File: src/logic/pfm_pkg.sv
/*
 Constants for the first-PLL feedback multiplier configuration block:
 register offsets, field positions, reset values and widths.
 Assumes a plain single-clock register port with byte-wide data.
*/
`default_nettype none
package pfm_pkg;
    localparam int          PFM_NUM_CFG       = 4;
    localparam int          PFM_INT_W         = 12;
    localparam int          PFM_ADD_W         = 4;
    localparam int          PFM_OFS_W         = 8;
    localparam int          PFM_MUL_W         = 20;  // Integer part 14 bits, fraction 6 bits
    localparam int          PFM_FRAC_BITS     = 6;   // Offset is scaled by 1/64
    localparam int          PFM_ADDR_W        = 8;
    localparam int          PFM_DATA_W        = 8;
    localparam logic [7:0]  PFM_OFF_LOW0      = 8'h14;
    localparam logic [7:0]  PFM_OFF_LOW1      = 8'h15;
    localparam logic [7:0]  PFM_OFF_LOW2      = 8'h16;
    localparam logic [7:0]  PFM_OFF_LOW3      = 8'h17;
    localparam logic [7:0]  PFM_OFF_HIGH0     = 8'h18;
    localparam logic [7:0]  PFM_OFF_HIGH1     = 8'h19;
    localparam logic [7:0]  PFM_OFF_HIGH2     = 8'h1A;
    localparam logic [7:0]  PFM_OFF_HIGH3     = 8'h1B;
    localparam logic [7:0]  PFM_OFF_SPREAD0   = 8'h60;  // 0x60..0x63 offsets per set
    localparam logic [7:0]  PFM_OFF_SPREAD_EN = 8'h64;  // Bit 0 enables spread
    localparam logic [7:0]  PFM_OFF_STATUS    = 8'h65;  // Active set in bits 1:0
    localparam logic [7:0]  PFM_OFF_MUL_LO    = 8'h66;
    localparam logic [7:0]  PFM_OFF_MUL_HI    = 8'h67;
    localparam logic [7:0]  PFM_RESET_VAL     = 8'h00;
    localparam int          PFM_HIGH_INT_LSB  = 0;
    localparam int          PFM_HIGH_ADD_LSB  = 4;
    typedef logic [1:0] pfm_sel_type;
endpackage
`default_nettype wire

File: src/logic/pfm_calc_if.sv
/*
 Interface carrying the selected set's values to the multiplier calculator
 and the result back. Assumes one clock shared by both ends.
*/
`timescale 1ns/1ps
`default_nettype none
interface pfm_calc_if;
    logic [11:0] integer_val;
    logic [3:0]  addend_val;
    logic [7:0]  offset_val;
    logic        spread_on;
    logic [19:0] multiplier;
    modport ctrl (output integer_val, output addend_val, output offset_val,
                  output spread_on, input multiplier);
    modport calc (input integer_val, input addend_val, input offset_val,
                  input spread_on, output multiplier);
endinterface
`default_nettype wire

File: src/logic/pfm_top.sv
/*
 Feedback multiplier configuration for the first PLL: four configuration
 sets, set selection and total multiplier output.
 Assumes a byte register port on mclk_in; select pins are asynchronous.
*/
// Our own choice: the plain strobed port.
// How it works
// - Four sets each hold a 12-bit integer feedback value, reset to zero.
// - Each set holds a 4-bit addend, reset to zero.
// - With spread on, multiplier is 2N plus addend plus one plus offset over 64.
// - Zero addend without spread gives exactly 2N.
// - Nonzero addend without spread gives 2N plus addend plus one.
// - Set zero is used when select inputs are off in multi-function mode.
// - Spread offset comes from registers at 0x60 to 0x63.
`timescale 1ns/1ps
`default_nettype none
module pfm_top #(
    parameter int NUM_CFG = pfm_pkg::PFM_NUM_CFG
) (
    // Clock and reset
    input  wire logic                        mclk_in,
    input  wire logic                        rstn_in,
    // Register port
    input  wire logic [pfm_pkg::PFM_ADDR_W-1:0] reg_addr_in,
    input  wire logic [pfm_pkg::PFM_DATA_W-1:0] reg_wdata_in,
    input  wire logic                        reg_wr_in,
    input  wire logic                        reg_rd_in,
    output logic [pfm_pkg::PFM_DATA_W-1:0]   reg_rdata_out,
    // Set selection pins
    input  wire logic [1:0]                  config_select_inputs_in,
    input  wire logic                        config_select_enable_in,
    input  wire logic                        multi_function_control_mode_in,
    // Result
    output logic [pfm_pkg::PFM_MUL_W-1:0]    pll0_total_multiplier_out,
    output logic [1:0]                       active_config_out
);
    import pfm_pkg::*;

    if (NUM_CFG != PFM_NUM_CFG) begin : g_bad_cfg
        $error("pfm_top serves exactly four configuration sets");
    end

    logic [PFM_INT_W-1:0] pll0_feedback_integer_reg [NUM_CFG];
    logic [PFM_ADD_W-1:0] pll0_feedback_addend_reg  [NUM_CFG];
    logic [PFM_OFS_W-1:0] spread_fraction_offset_reg [NUM_CFG];
    logic                 spread_enable_reg;
    logic [3:0]           sel_sync1_reg;
    logic [3:0]           sel_sync2_reg;
    pfm_sel_type          sel_reg;
    pfm_sel_type          sel_next;
    logic [PFM_DATA_W-1:0] rdata_next;

    pfm_calc_if calc_bus ();

    // Select pins come from outside the clock domain
    always_ff @(posedge mclk_in or negedge rstn_in) begin
        if (!rstn_in) begin
            sel_sync1_reg <= 4'h0;
            sel_sync2_reg <= 4'h0;
        end else begin
            sel_sync1_reg <= {multi_function_control_mode_in, config_select_enable_in,
                              config_select_inputs_in};
            sel_sync2_reg <= sel_sync1_reg;
        end
    end

    always_comb begin
        if (sel_sync2_reg[3] && !sel_sync2_reg[2]) begin
            sel_next = 2'h0;
        end else if (sel_sync2_reg[2]) begin
            sel_next = sel_sync2_reg[1:0];
        end else begin
            sel_next = 2'h0;
        end
    end

    always_ff @(posedge mclk_in or negedge rstn_in) begin
        if (!rstn_in) begin
            sel_reg <= 2'h0;
        end else begin
            sel_reg <= sel_next;
        end
    end

    // Per-set storage; byte writes land on the addressed set only
    for (genvar i = 0; i < NUM_CFG; i++) begin : g_cfg
        always_ff @(posedge mclk_in or negedge rstn_in) begin
            if (!rstn_in) begin
                pll0_feedback_integer_reg[i]  <= 12'h000;
                pll0_feedback_addend_reg[i]   <= 4'h0;
                spread_fraction_offset_reg[i] <= PFM_RESET_VAL;
            end else if (reg_wr_in) begin
                if (reg_addr_in == PFM_OFF_LOW0 + 8'(i)) begin
                    pll0_feedback_integer_reg[i][7:0] <= reg_wdata_in;
                end
                if (reg_addr_in == PFM_OFF_HIGH0 + 8'(i)) begin
                    pll0_feedback_integer_reg[i][11:8] <=
                        reg_wdata_in[PFM_HIGH_INT_LSB +: 4];
                    pll0_feedback_addend_reg[i] <=
                        reg_wdata_in[PFM_HIGH_ADD_LSB +: PFM_ADD_W];
                end
                if (reg_addr_in == PFM_OFF_SPREAD0 + 8'(i)) begin
                    spread_fraction_offset_reg[i] <= reg_wdata_in;
                end
            end
        end
    end

    always_ff @(posedge mclk_in or negedge rstn_in) begin
        if (!rstn_in) begin
            spread_enable_reg <= 1'b0;
        end else if (reg_wr_in && reg_addr_in == PFM_OFF_SPREAD_EN) begin
            spread_enable_reg <= reg_wdata_in[0];
        end
    end

    // Selected set feeds the calculator
    assign calc_bus.integer_val = pll0_feedback_integer_reg[sel_reg];
    assign calc_bus.addend_val  = pll0_feedback_addend_reg[sel_reg];
    assign calc_bus.offset_val  = spread_fraction_offset_reg[sel_reg];
    assign calc_bus.spread_on   = spread_enable_reg;

    pfm_mult_calc u_calc (
        .mclk_in (mclk_in),
        .rstn_in (rstn_in),
        .calc    (calc_bus.calc)
    );

    always_ff @(posedge mclk_in or negedge rstn_in) begin
        if (!rstn_in) begin
            pll0_total_multiplier_out <= 20'h00000;
            active_config_out         <= 2'h0;
        end else begin
            pll0_total_multiplier_out <= calc_bus.multiplier;
            active_config_out         <= sel_reg;
        end
    end

    // Read mux; unmapped addresses read zero
    always_comb begin
        rdata_next = 8'h00;
        for (int j = 0; j < NUM_CFG; j++) begin
            if (reg_addr_in == PFM_OFF_LOW0 + 8'(j)) begin
                rdata_next = pll0_feedback_integer_reg[j][7:0];
            end
            if (reg_addr_in == PFM_OFF_HIGH0 + 8'(j)) begin
                rdata_next = {pll0_feedback_addend_reg[j], pll0_feedback_integer_reg[j][11:8]};
            end
            if (reg_addr_in == PFM_OFF_SPREAD0 + 8'(j)) begin
                rdata_next = spread_fraction_offset_reg[j];
            end
        end
        if (reg_addr_in == PFM_OFF_SPREAD_EN) begin
            rdata_next = {7'h00, spread_enable_reg};
        end
        if (reg_addr_in == PFM_OFF_STATUS) begin
            rdata_next = {6'h00, sel_reg};
        end
        if (reg_addr_in == PFM_OFF_MUL_LO) begin
            rdata_next = pll0_total_multiplier_out[7:0];
        end
        if (reg_addr_in == PFM_OFF_MUL_HI) begin
            rdata_next = pll0_total_multiplier_out[15:8];
        end
    end

    // Read data stands only in the cycle after the strobe
    always_ff @(posedge mclk_in or negedge rstn_in) begin
        if (!rstn_in) begin
            reg_rdata_out <= 8'h00;
        end else if (reg_rd_in) begin
            reg_rdata_out <= rdata_next;
        end else begin
            reg_rdata_out <= 8'h00;
        end
    end

    // Assertions
    AST_RESET_ZERO: assert property (@(posedge mclk_in) disable iff (!rstn_in)
        $rose(rstn_in) |-> calc_bus.integer_val == 12'h000 && calc_bus.addend_val == 4'h0
        && pll0_total_multiplier_out == 20'h00000)
        else $error("Set values or multiplier not zero after reset");
    AST_ADDEND_WRITE: assert property (@(posedge mclk_in) disable iff (!rstn_in)
        reg_wr_in && reg_addr_in == PFM_OFF_HIGH0 |=>
        pll0_feedback_addend_reg[0] == $past(reg_wdata_in[PFM_HIGH_ADD_LSB +: PFM_ADD_W]))
        else $error("Addend write not stored");
    AST_PLAIN_DOUBLE: assert property (@(posedge mclk_in) disable iff (!rstn_in)
        calc_bus.addend_val == 4'h0 && !calc_bus.spread_on |=>
        calc_bus.multiplier == 20'($past(calc_bus.integer_val)) << 7)
        else $error("Zero addend multiplier wrong");
    AST_ADDEND_PLUS: assert property (@(posedge mclk_in) disable iff (!rstn_in)
        calc_bus.addend_val != 4'h0 && !calc_bus.spread_on |=>
        calc_bus.multiplier == (20'($past(calc_bus.integer_val)) * 20'h2
        + 20'($past(calc_bus.addend_val)) + 20'h1) << 6)
        else $error("Nonzero addend multiplier wrong");
    AST_SPREAD_FRAC: assert property (@(posedge mclk_in) disable iff (!rstn_in)
        calc_bus.spread_on |=>
        calc_bus.multiplier[5:0] == $past(calc_bus.offset_val[5:0]))
        else $error("Spread fraction wrong");
    AST_MFC_SET0: assert property (@(posedge mclk_in) disable iff (!rstn_in)
        sel_sync2_reg[3] && !sel_sync2_reg[2] |=> sel_reg == 2'h0)
        else $error("Set zero not chosen in multi-function mode");
    AST_SPREAD_STORE: assert property (@(posedge mclk_in) disable iff (!rstn_in)
        reg_wr_in && reg_addr_in == PFM_OFF_SPREAD0 + 8'h01 |=>
        spread_fraction_offset_reg[1] == $past(reg_wdata_in))
        else $error("Spread offset not stored");
    // Output follows sel_reg one cycle later, so compare against its previous value
    AST_SEL_PINS: assert property (@(posedge mclk_in) disable iff (!rstn_in)
        sel_sync2_reg[2] |=> sel_reg == $past(sel_sync2_reg[1:0])
        ##1 active_config_out == $past(sel_reg))
        else $error("Selected set not applied");
    AST_READ_ONE: assert property (@(posedge mclk_in) disable iff (!rstn_in)
        !reg_rd_in |=> reg_rdata_out == 8'h00)
        else $error("Read data held too long");

    COV_SPREAD: cover property (@(posedge mclk_in) disable iff (!rstn_in)
        calc_bus.spread_on && calc_bus.offset_val != 8'h00);
    COV_SET3: cover property (@(posedge mclk_in) disable iff (!rstn_in) sel_reg == 2'h3);
    COV_ADDEND: cover property (@(posedge mclk_in) disable iff (!rstn_in)
        calc_bus.addend_val != 4'h0 && !calc_bus.spread_on);
    COV_MFC_SET0: cover property (@(posedge mclk_in) disable iff (!rstn_in)
        sel_sync2_reg[3] && !sel_sync2_reg[2]);
endmodule
`default_nettype wire

File: src/logic/pfm_mult_calc.sv
/*
 Registered total multiplier calculator in 1/64 fixed point.
 Assumes inputs are steady values from the same clock domain.
*/
`timescale 1ns/1ps
`default_nettype none
module pfm_mult_calc (
    // Clock and reset
    input  wire logic mclk_in,
    input  wire logic rstn_in,
    // Values in, result out
    pfm_calc_if.calc  calc
);
    import pfm_pkg::*;
    logic [19:0] mul_next;

    always_comb begin
        if (calc.addend_val == 4'h0 && !calc.spread_on) begin
            mul_next = {7'h00, calc.integer_val, 1'b0} << PFM_FRAC_BITS;
        end else begin
            // Whole part 2N+A+1, offset already in 1/64 units
            mul_next = (20'({calc.integer_val, 1'b0}) + 20'(calc.addend_val) + 20'h00001)
                       << PFM_FRAC_BITS;
            if (calc.spread_on) begin
                mul_next = mul_next + 20'(calc.offset_val);
            end
        end
    end

    always_ff @(posedge mclk_in or negedge rstn_in) begin
        if (!rstn_in) begin
            calc.multiplier <= 20'h00000;
        end else begin
            calc.multiplier <= mul_next;
        end
    end
endmodule
`default_nettype wire

File: config.mk
export PLATFORM = sky130hd
export DESIGN_NAME = pfm_top
export DESIGN_NICKNAME = d
export VERILOG_FILES = /design/src/logic/pfm_pkg.sv /design/src/logic/pfm_calc_if.sv /design/src/logic/pfm_top.sv /design/src/logic/pfm_mult_calc.sv
export SDC_FILE = /design/constraint.sdc
export NUM_CORES = 1
export LEC_CHECK = 0
export ABC_AREA = 1
export BUFFER_PORTS_ARGS = -buffer_cell sky130_fd_sc_hd__buf_2
export CAP_MARGIN = 20
export CORE_ASPECT_RATIO = 2
export CORE_MARGIN = 2
export CORE_UTILIZATION = 61
export DETAILED_ROUTE_END_ITERATION = 6
export GPL_TIMING_DRIVEN = 0
export PLACE_DENSITY = 0.84
export SETUP_SLACK_MARGIN = 0.05
export SLEW_MARGIN = 20
export SYNTH_ARGS = -nofsm -noshare
export SYNTH_HDL_FRONTEND = slang
export SYNTH_SLANG_ARGS = --single-unit
File: constraint.sdc
create_clock -name mclk_in -period 4.05 [get_ports mclk_in]
set_input_delay 0 -clock mclk_in [delete_from_list [all_inputs] [get_ports mclk_in]]
set_output_delay 0 -clock mclk_in [all_outputs]
set_load 0.03 [all_outputs]
==> impl_results.md <==
- Core ar.: about 13,000 sq um
- Clock slew at reported path FFs: roughly 0.080 ns
- FFs w/ async S/R, synth: 100%
- CTS tree: built
- Post-DP HPWL: approximately 18,000 microns
- Max-cap violations: 0
- GPL Wtd Cong: roughly 1.1
- Die height: approximately 170 microns
- Worst reg2reg setup slack: ~0.28 ns
- RR Startpoint: sel_reg[1]$_DFF_PN0_
- Initial antenna violation count: 0
- N_diodes: 0
- Final setup vio count: 0
- Worst-case reg-to-reg path depth: 15
- Switching power share of the total: between 20% and 30%
- CTS sink count: about 160
- RSZ-0062 raised after global routing: false
- PortBufs: 52
- Final hold slack: slightly above 0.05 ns
- Sequential element share of the synthesized area: between 40% and 50%
- Routed vias/inst: approximately 5.8
- Vias in the first global route: 7,038
- Final hold viol count: 0
- Slew @ Worst Pin: 0.944 ns
- PnR Total Power: ~3700 uW
- Largest area contributor in the netlist: dfrtp_1
- Peak supply drop: about 0.33 mV
- Layout cells sized above 1: between 10% and 20%
- Fmax: 265 MHz
- First-pass GRT wire length: between 30,000 and 40,000 microns
- EDFF count, synth: 0
- Clock Latency Late Sink: about 0.44 ns
- Data arrival time of the worst path: 4.10 ns
- Minimum clock period: approximately 3.8 ns
- Top cells by area, synth: dfrtp_1, nand2_1, o21ai_0
- Top-count cell post-synth: nand2_1
- Iter 0 DRT Violations: around 700
- Syn_nets: between 1,000 and 1,500
- Critical Setup Path Class: reg -> reg
- Cell area after synthesis: between 7000 and 8000 sq um
- Final #Nets: 1,123
- Status: complete, no violations
- Crit path required time: around 4.4 ns
- Area growth syn-to-layout: 15.2%
- Avg Inst Size Synth: ~7.9 sq um
- Largest net degree at the start of global routing: 86
- Crit path launch: sel_reg[1]$_DFF_PN0_
- Pre-antenna DRT Iters: 6
- Post-synth top area share: 48.8%
- Max reg flops: 48
- Post-synth top cells: nand2_1, o21ai_0, dfrtp_1, inv_1, nor2_1
- Comb pwr share: 11.5%
- Die W: 84.7 microns
- Synth Instances: around 1,000
- Clk pwr share: a little over two fifths
- R2R Path End: u_calc.calc.multiplier[17]$_DFF_PN0_
- Yosys warning count: 0
- CP Launch Type: flip-flop
- Crit. End Element: flip-flop
- DIE AREA: approximately 14,000 sq um
- Seq cells post-synth: between 150 and 200
- Wire per inst: roughly 19 microns
- Netlist cell types: 44
- Ys flop type: dfrtp_1
- Max Slew Vio Count: 0
- Clk_skew: about 0.011 ns
- Fin crit share: roughly 93%
- GRT Resource Usage Total: ~36%
- Worst-path fanout max: 10
- Max_slew headroom: roughly 37%
- Hold Crit Class: in -> reg
- Int Pwr: roughly 2600 uW
- Starting Density: roughly three fifths
- Seq pwr share: between 40 and 50%
- CTS buffer count: 17
- Post-CTS Setup Bufs: 0
- Remaining global-route overflow: 0
- Pwr Density: approximately 400 nW/um^2
- I/O pins: between 50 and 60
- Maximum clock path buffer count: 2
- Routed wire length: 24,300 microns
- Root buffer cell: clkbuf_16
- Routed Antenna Nets: 0
- Critical path capture point: u_calc.calc.multiplier[17]$_DFF_PN0_
- Fillers: ~1,000
- Core Rows: 59
- H-tree depth: 4
- Setup TNS: 0 ns
- LEAKAGE: ~0.0044 uW
- Switching power total: around 1100 uW
- Via Count: roughly 7,300
- DRC viols: 0
[placed cells by master, fill, tap and decap left out, drive strengths merged]
master | synthesis | routed
dlygate4sd3 | 0 | 13
inv | 120 | 128
o22ai | 6 | 6
fa | 2 | 2
xor2 | 3 | 3
o211ai | 7 | 7
nand4 | 15 | 15
nand3b | 2 | 2
clkinvlp | 0 | 2
o21bai | 1 | 1
or2 | 15 | 15
buf | 12 | 64
clkinv | 0 | 4
clkbuf | 29 | 47
ha | 5 | 5
a32oi | 2 | 2
nand3 | 39 | 39
xnor2 | 4 | 4
nor2 | 83 | 83
nor3 | 7 | 7
nand2 | 285 | 285
dfrtp | 155 | 155
o21ai | 170 | 170
a21oi | 46 | 46
[cells by family (layout without fill, tap and decap cells)]
kind of cell               after synthesis  in the layout  share of synthesized area (%)
AOI/OAI and AO/OA                      232            232                           15.5
xor gates and xnor gates                 7              7                          0.961
adders and majority gates                7              7                           1.29
buffers and inverters                  161            258                           8.52
DFF                                    155            155                           48.8
and+or+nand+nor                        446            446                           24.9
[cell type report]
cell class	instances	area [sq um]	share of cell area, %
Multi-Input combinational cell	692	3390	37.1
Clock buffer	18	439	4.80
Inverter	120	455	4.97
Sequential cell	155	3880	42.4
Timing Repair Buffer	66	428	4.67
Buffer	40	219	2.39
Tap cell	152	190	2.08
Clock inverter	14	150	1.64
[through the flow]
step | utilization (%) | instance area [sq um] | instances | worst slack, ns
2_1_floorplan | - | 7940 | 1008 | 0.621
3_3_place_gp | 65.4 | 8390 | 1212 | 0.0180
3_5_place_dp | 65.6 | 8430 | 1213 | -0.116
4_1_cts | 71.3 | 9150 | 1257 | 0.186
5_1_grt | 71.3 | 9160 | 1257 | 0.0967
6_report | 71.3 | 9160 | 1257 | 0.278
[per-layer routing]
metal	GRT usage [%]	vias to the layer above	wire length (microns)
li1	-	3408	-
met1	43.5	3441	9210
met2	59.3	354	11700
met3	4.77	86	1540
met4	25.3	0	1800
met5	0	-	0
[power groups by stage]
stage | Clock, uW | Combinational, uW | Sequential, uW
after floorplan | 0 | 214 | 1750
after global placement | 0 | 398 | 1730
after detailed placement | 0 | 414 | 1730
after CTS | 1600 | 426 | 1700
after global routing | 1650 | 472 | 1710
final | 1590 | 430 | 1700
[worst min path at each step]
stage               cells past startpoint  slack (ns)                                          to                       start
finish                                  4        0.05  spread_fraction_offset_reg[23]$_DFFE_PN0P_                   reg_wr_in
global route                            4        0.12  spread_fraction_offset_reg[17]$_DFFE_PN0P_                   reg_wr_in
CTS                                     4        0.05  spread_fraction_offset_reg[23]$_DFFE_PN0P_                   reg_wr_in
detailed placement                      1       -0.01  spread_fraction_offset_reg[25]$_DFFE_PN0P_                     rstn_in
global placement                        1        0.11                  sel_sync1_reg[1]$_DFF_PN0_  config_select_inputs_in[1]
floorplan                               0       -0.30              active_config_out[0]$_DFF_PN0_                     rstn_in
[critical path, stage by stage (launching register included)]
cell and delay (ns):
dfrtp_1 0.58, buf_4 0.25, clkbuf_1 0.40, o21ai_0 0.16, o22ai_1 0.42, ha_1 0.36, xnor2_1 0.20, or2_2 0.31
nor2_2 0.15, nand4_2 0.18, nor2_4 0.17, nand3_2 0.11, nor2_4 0.13, nand3_1 0.08, nand3_1 0.08, nand2_1 0.05
[repair_timing]
action / 4_1_cts / 5_1_grt
gates resized for setup: 1 / 1
pin swaps: 0 / 0
endpoints found under the hold margin: 98 / 0
setup endpoints to repair: 4 / 3
hold buffers: 13 / 0
No activity file was read; power rests on OpenSTA's default activity.
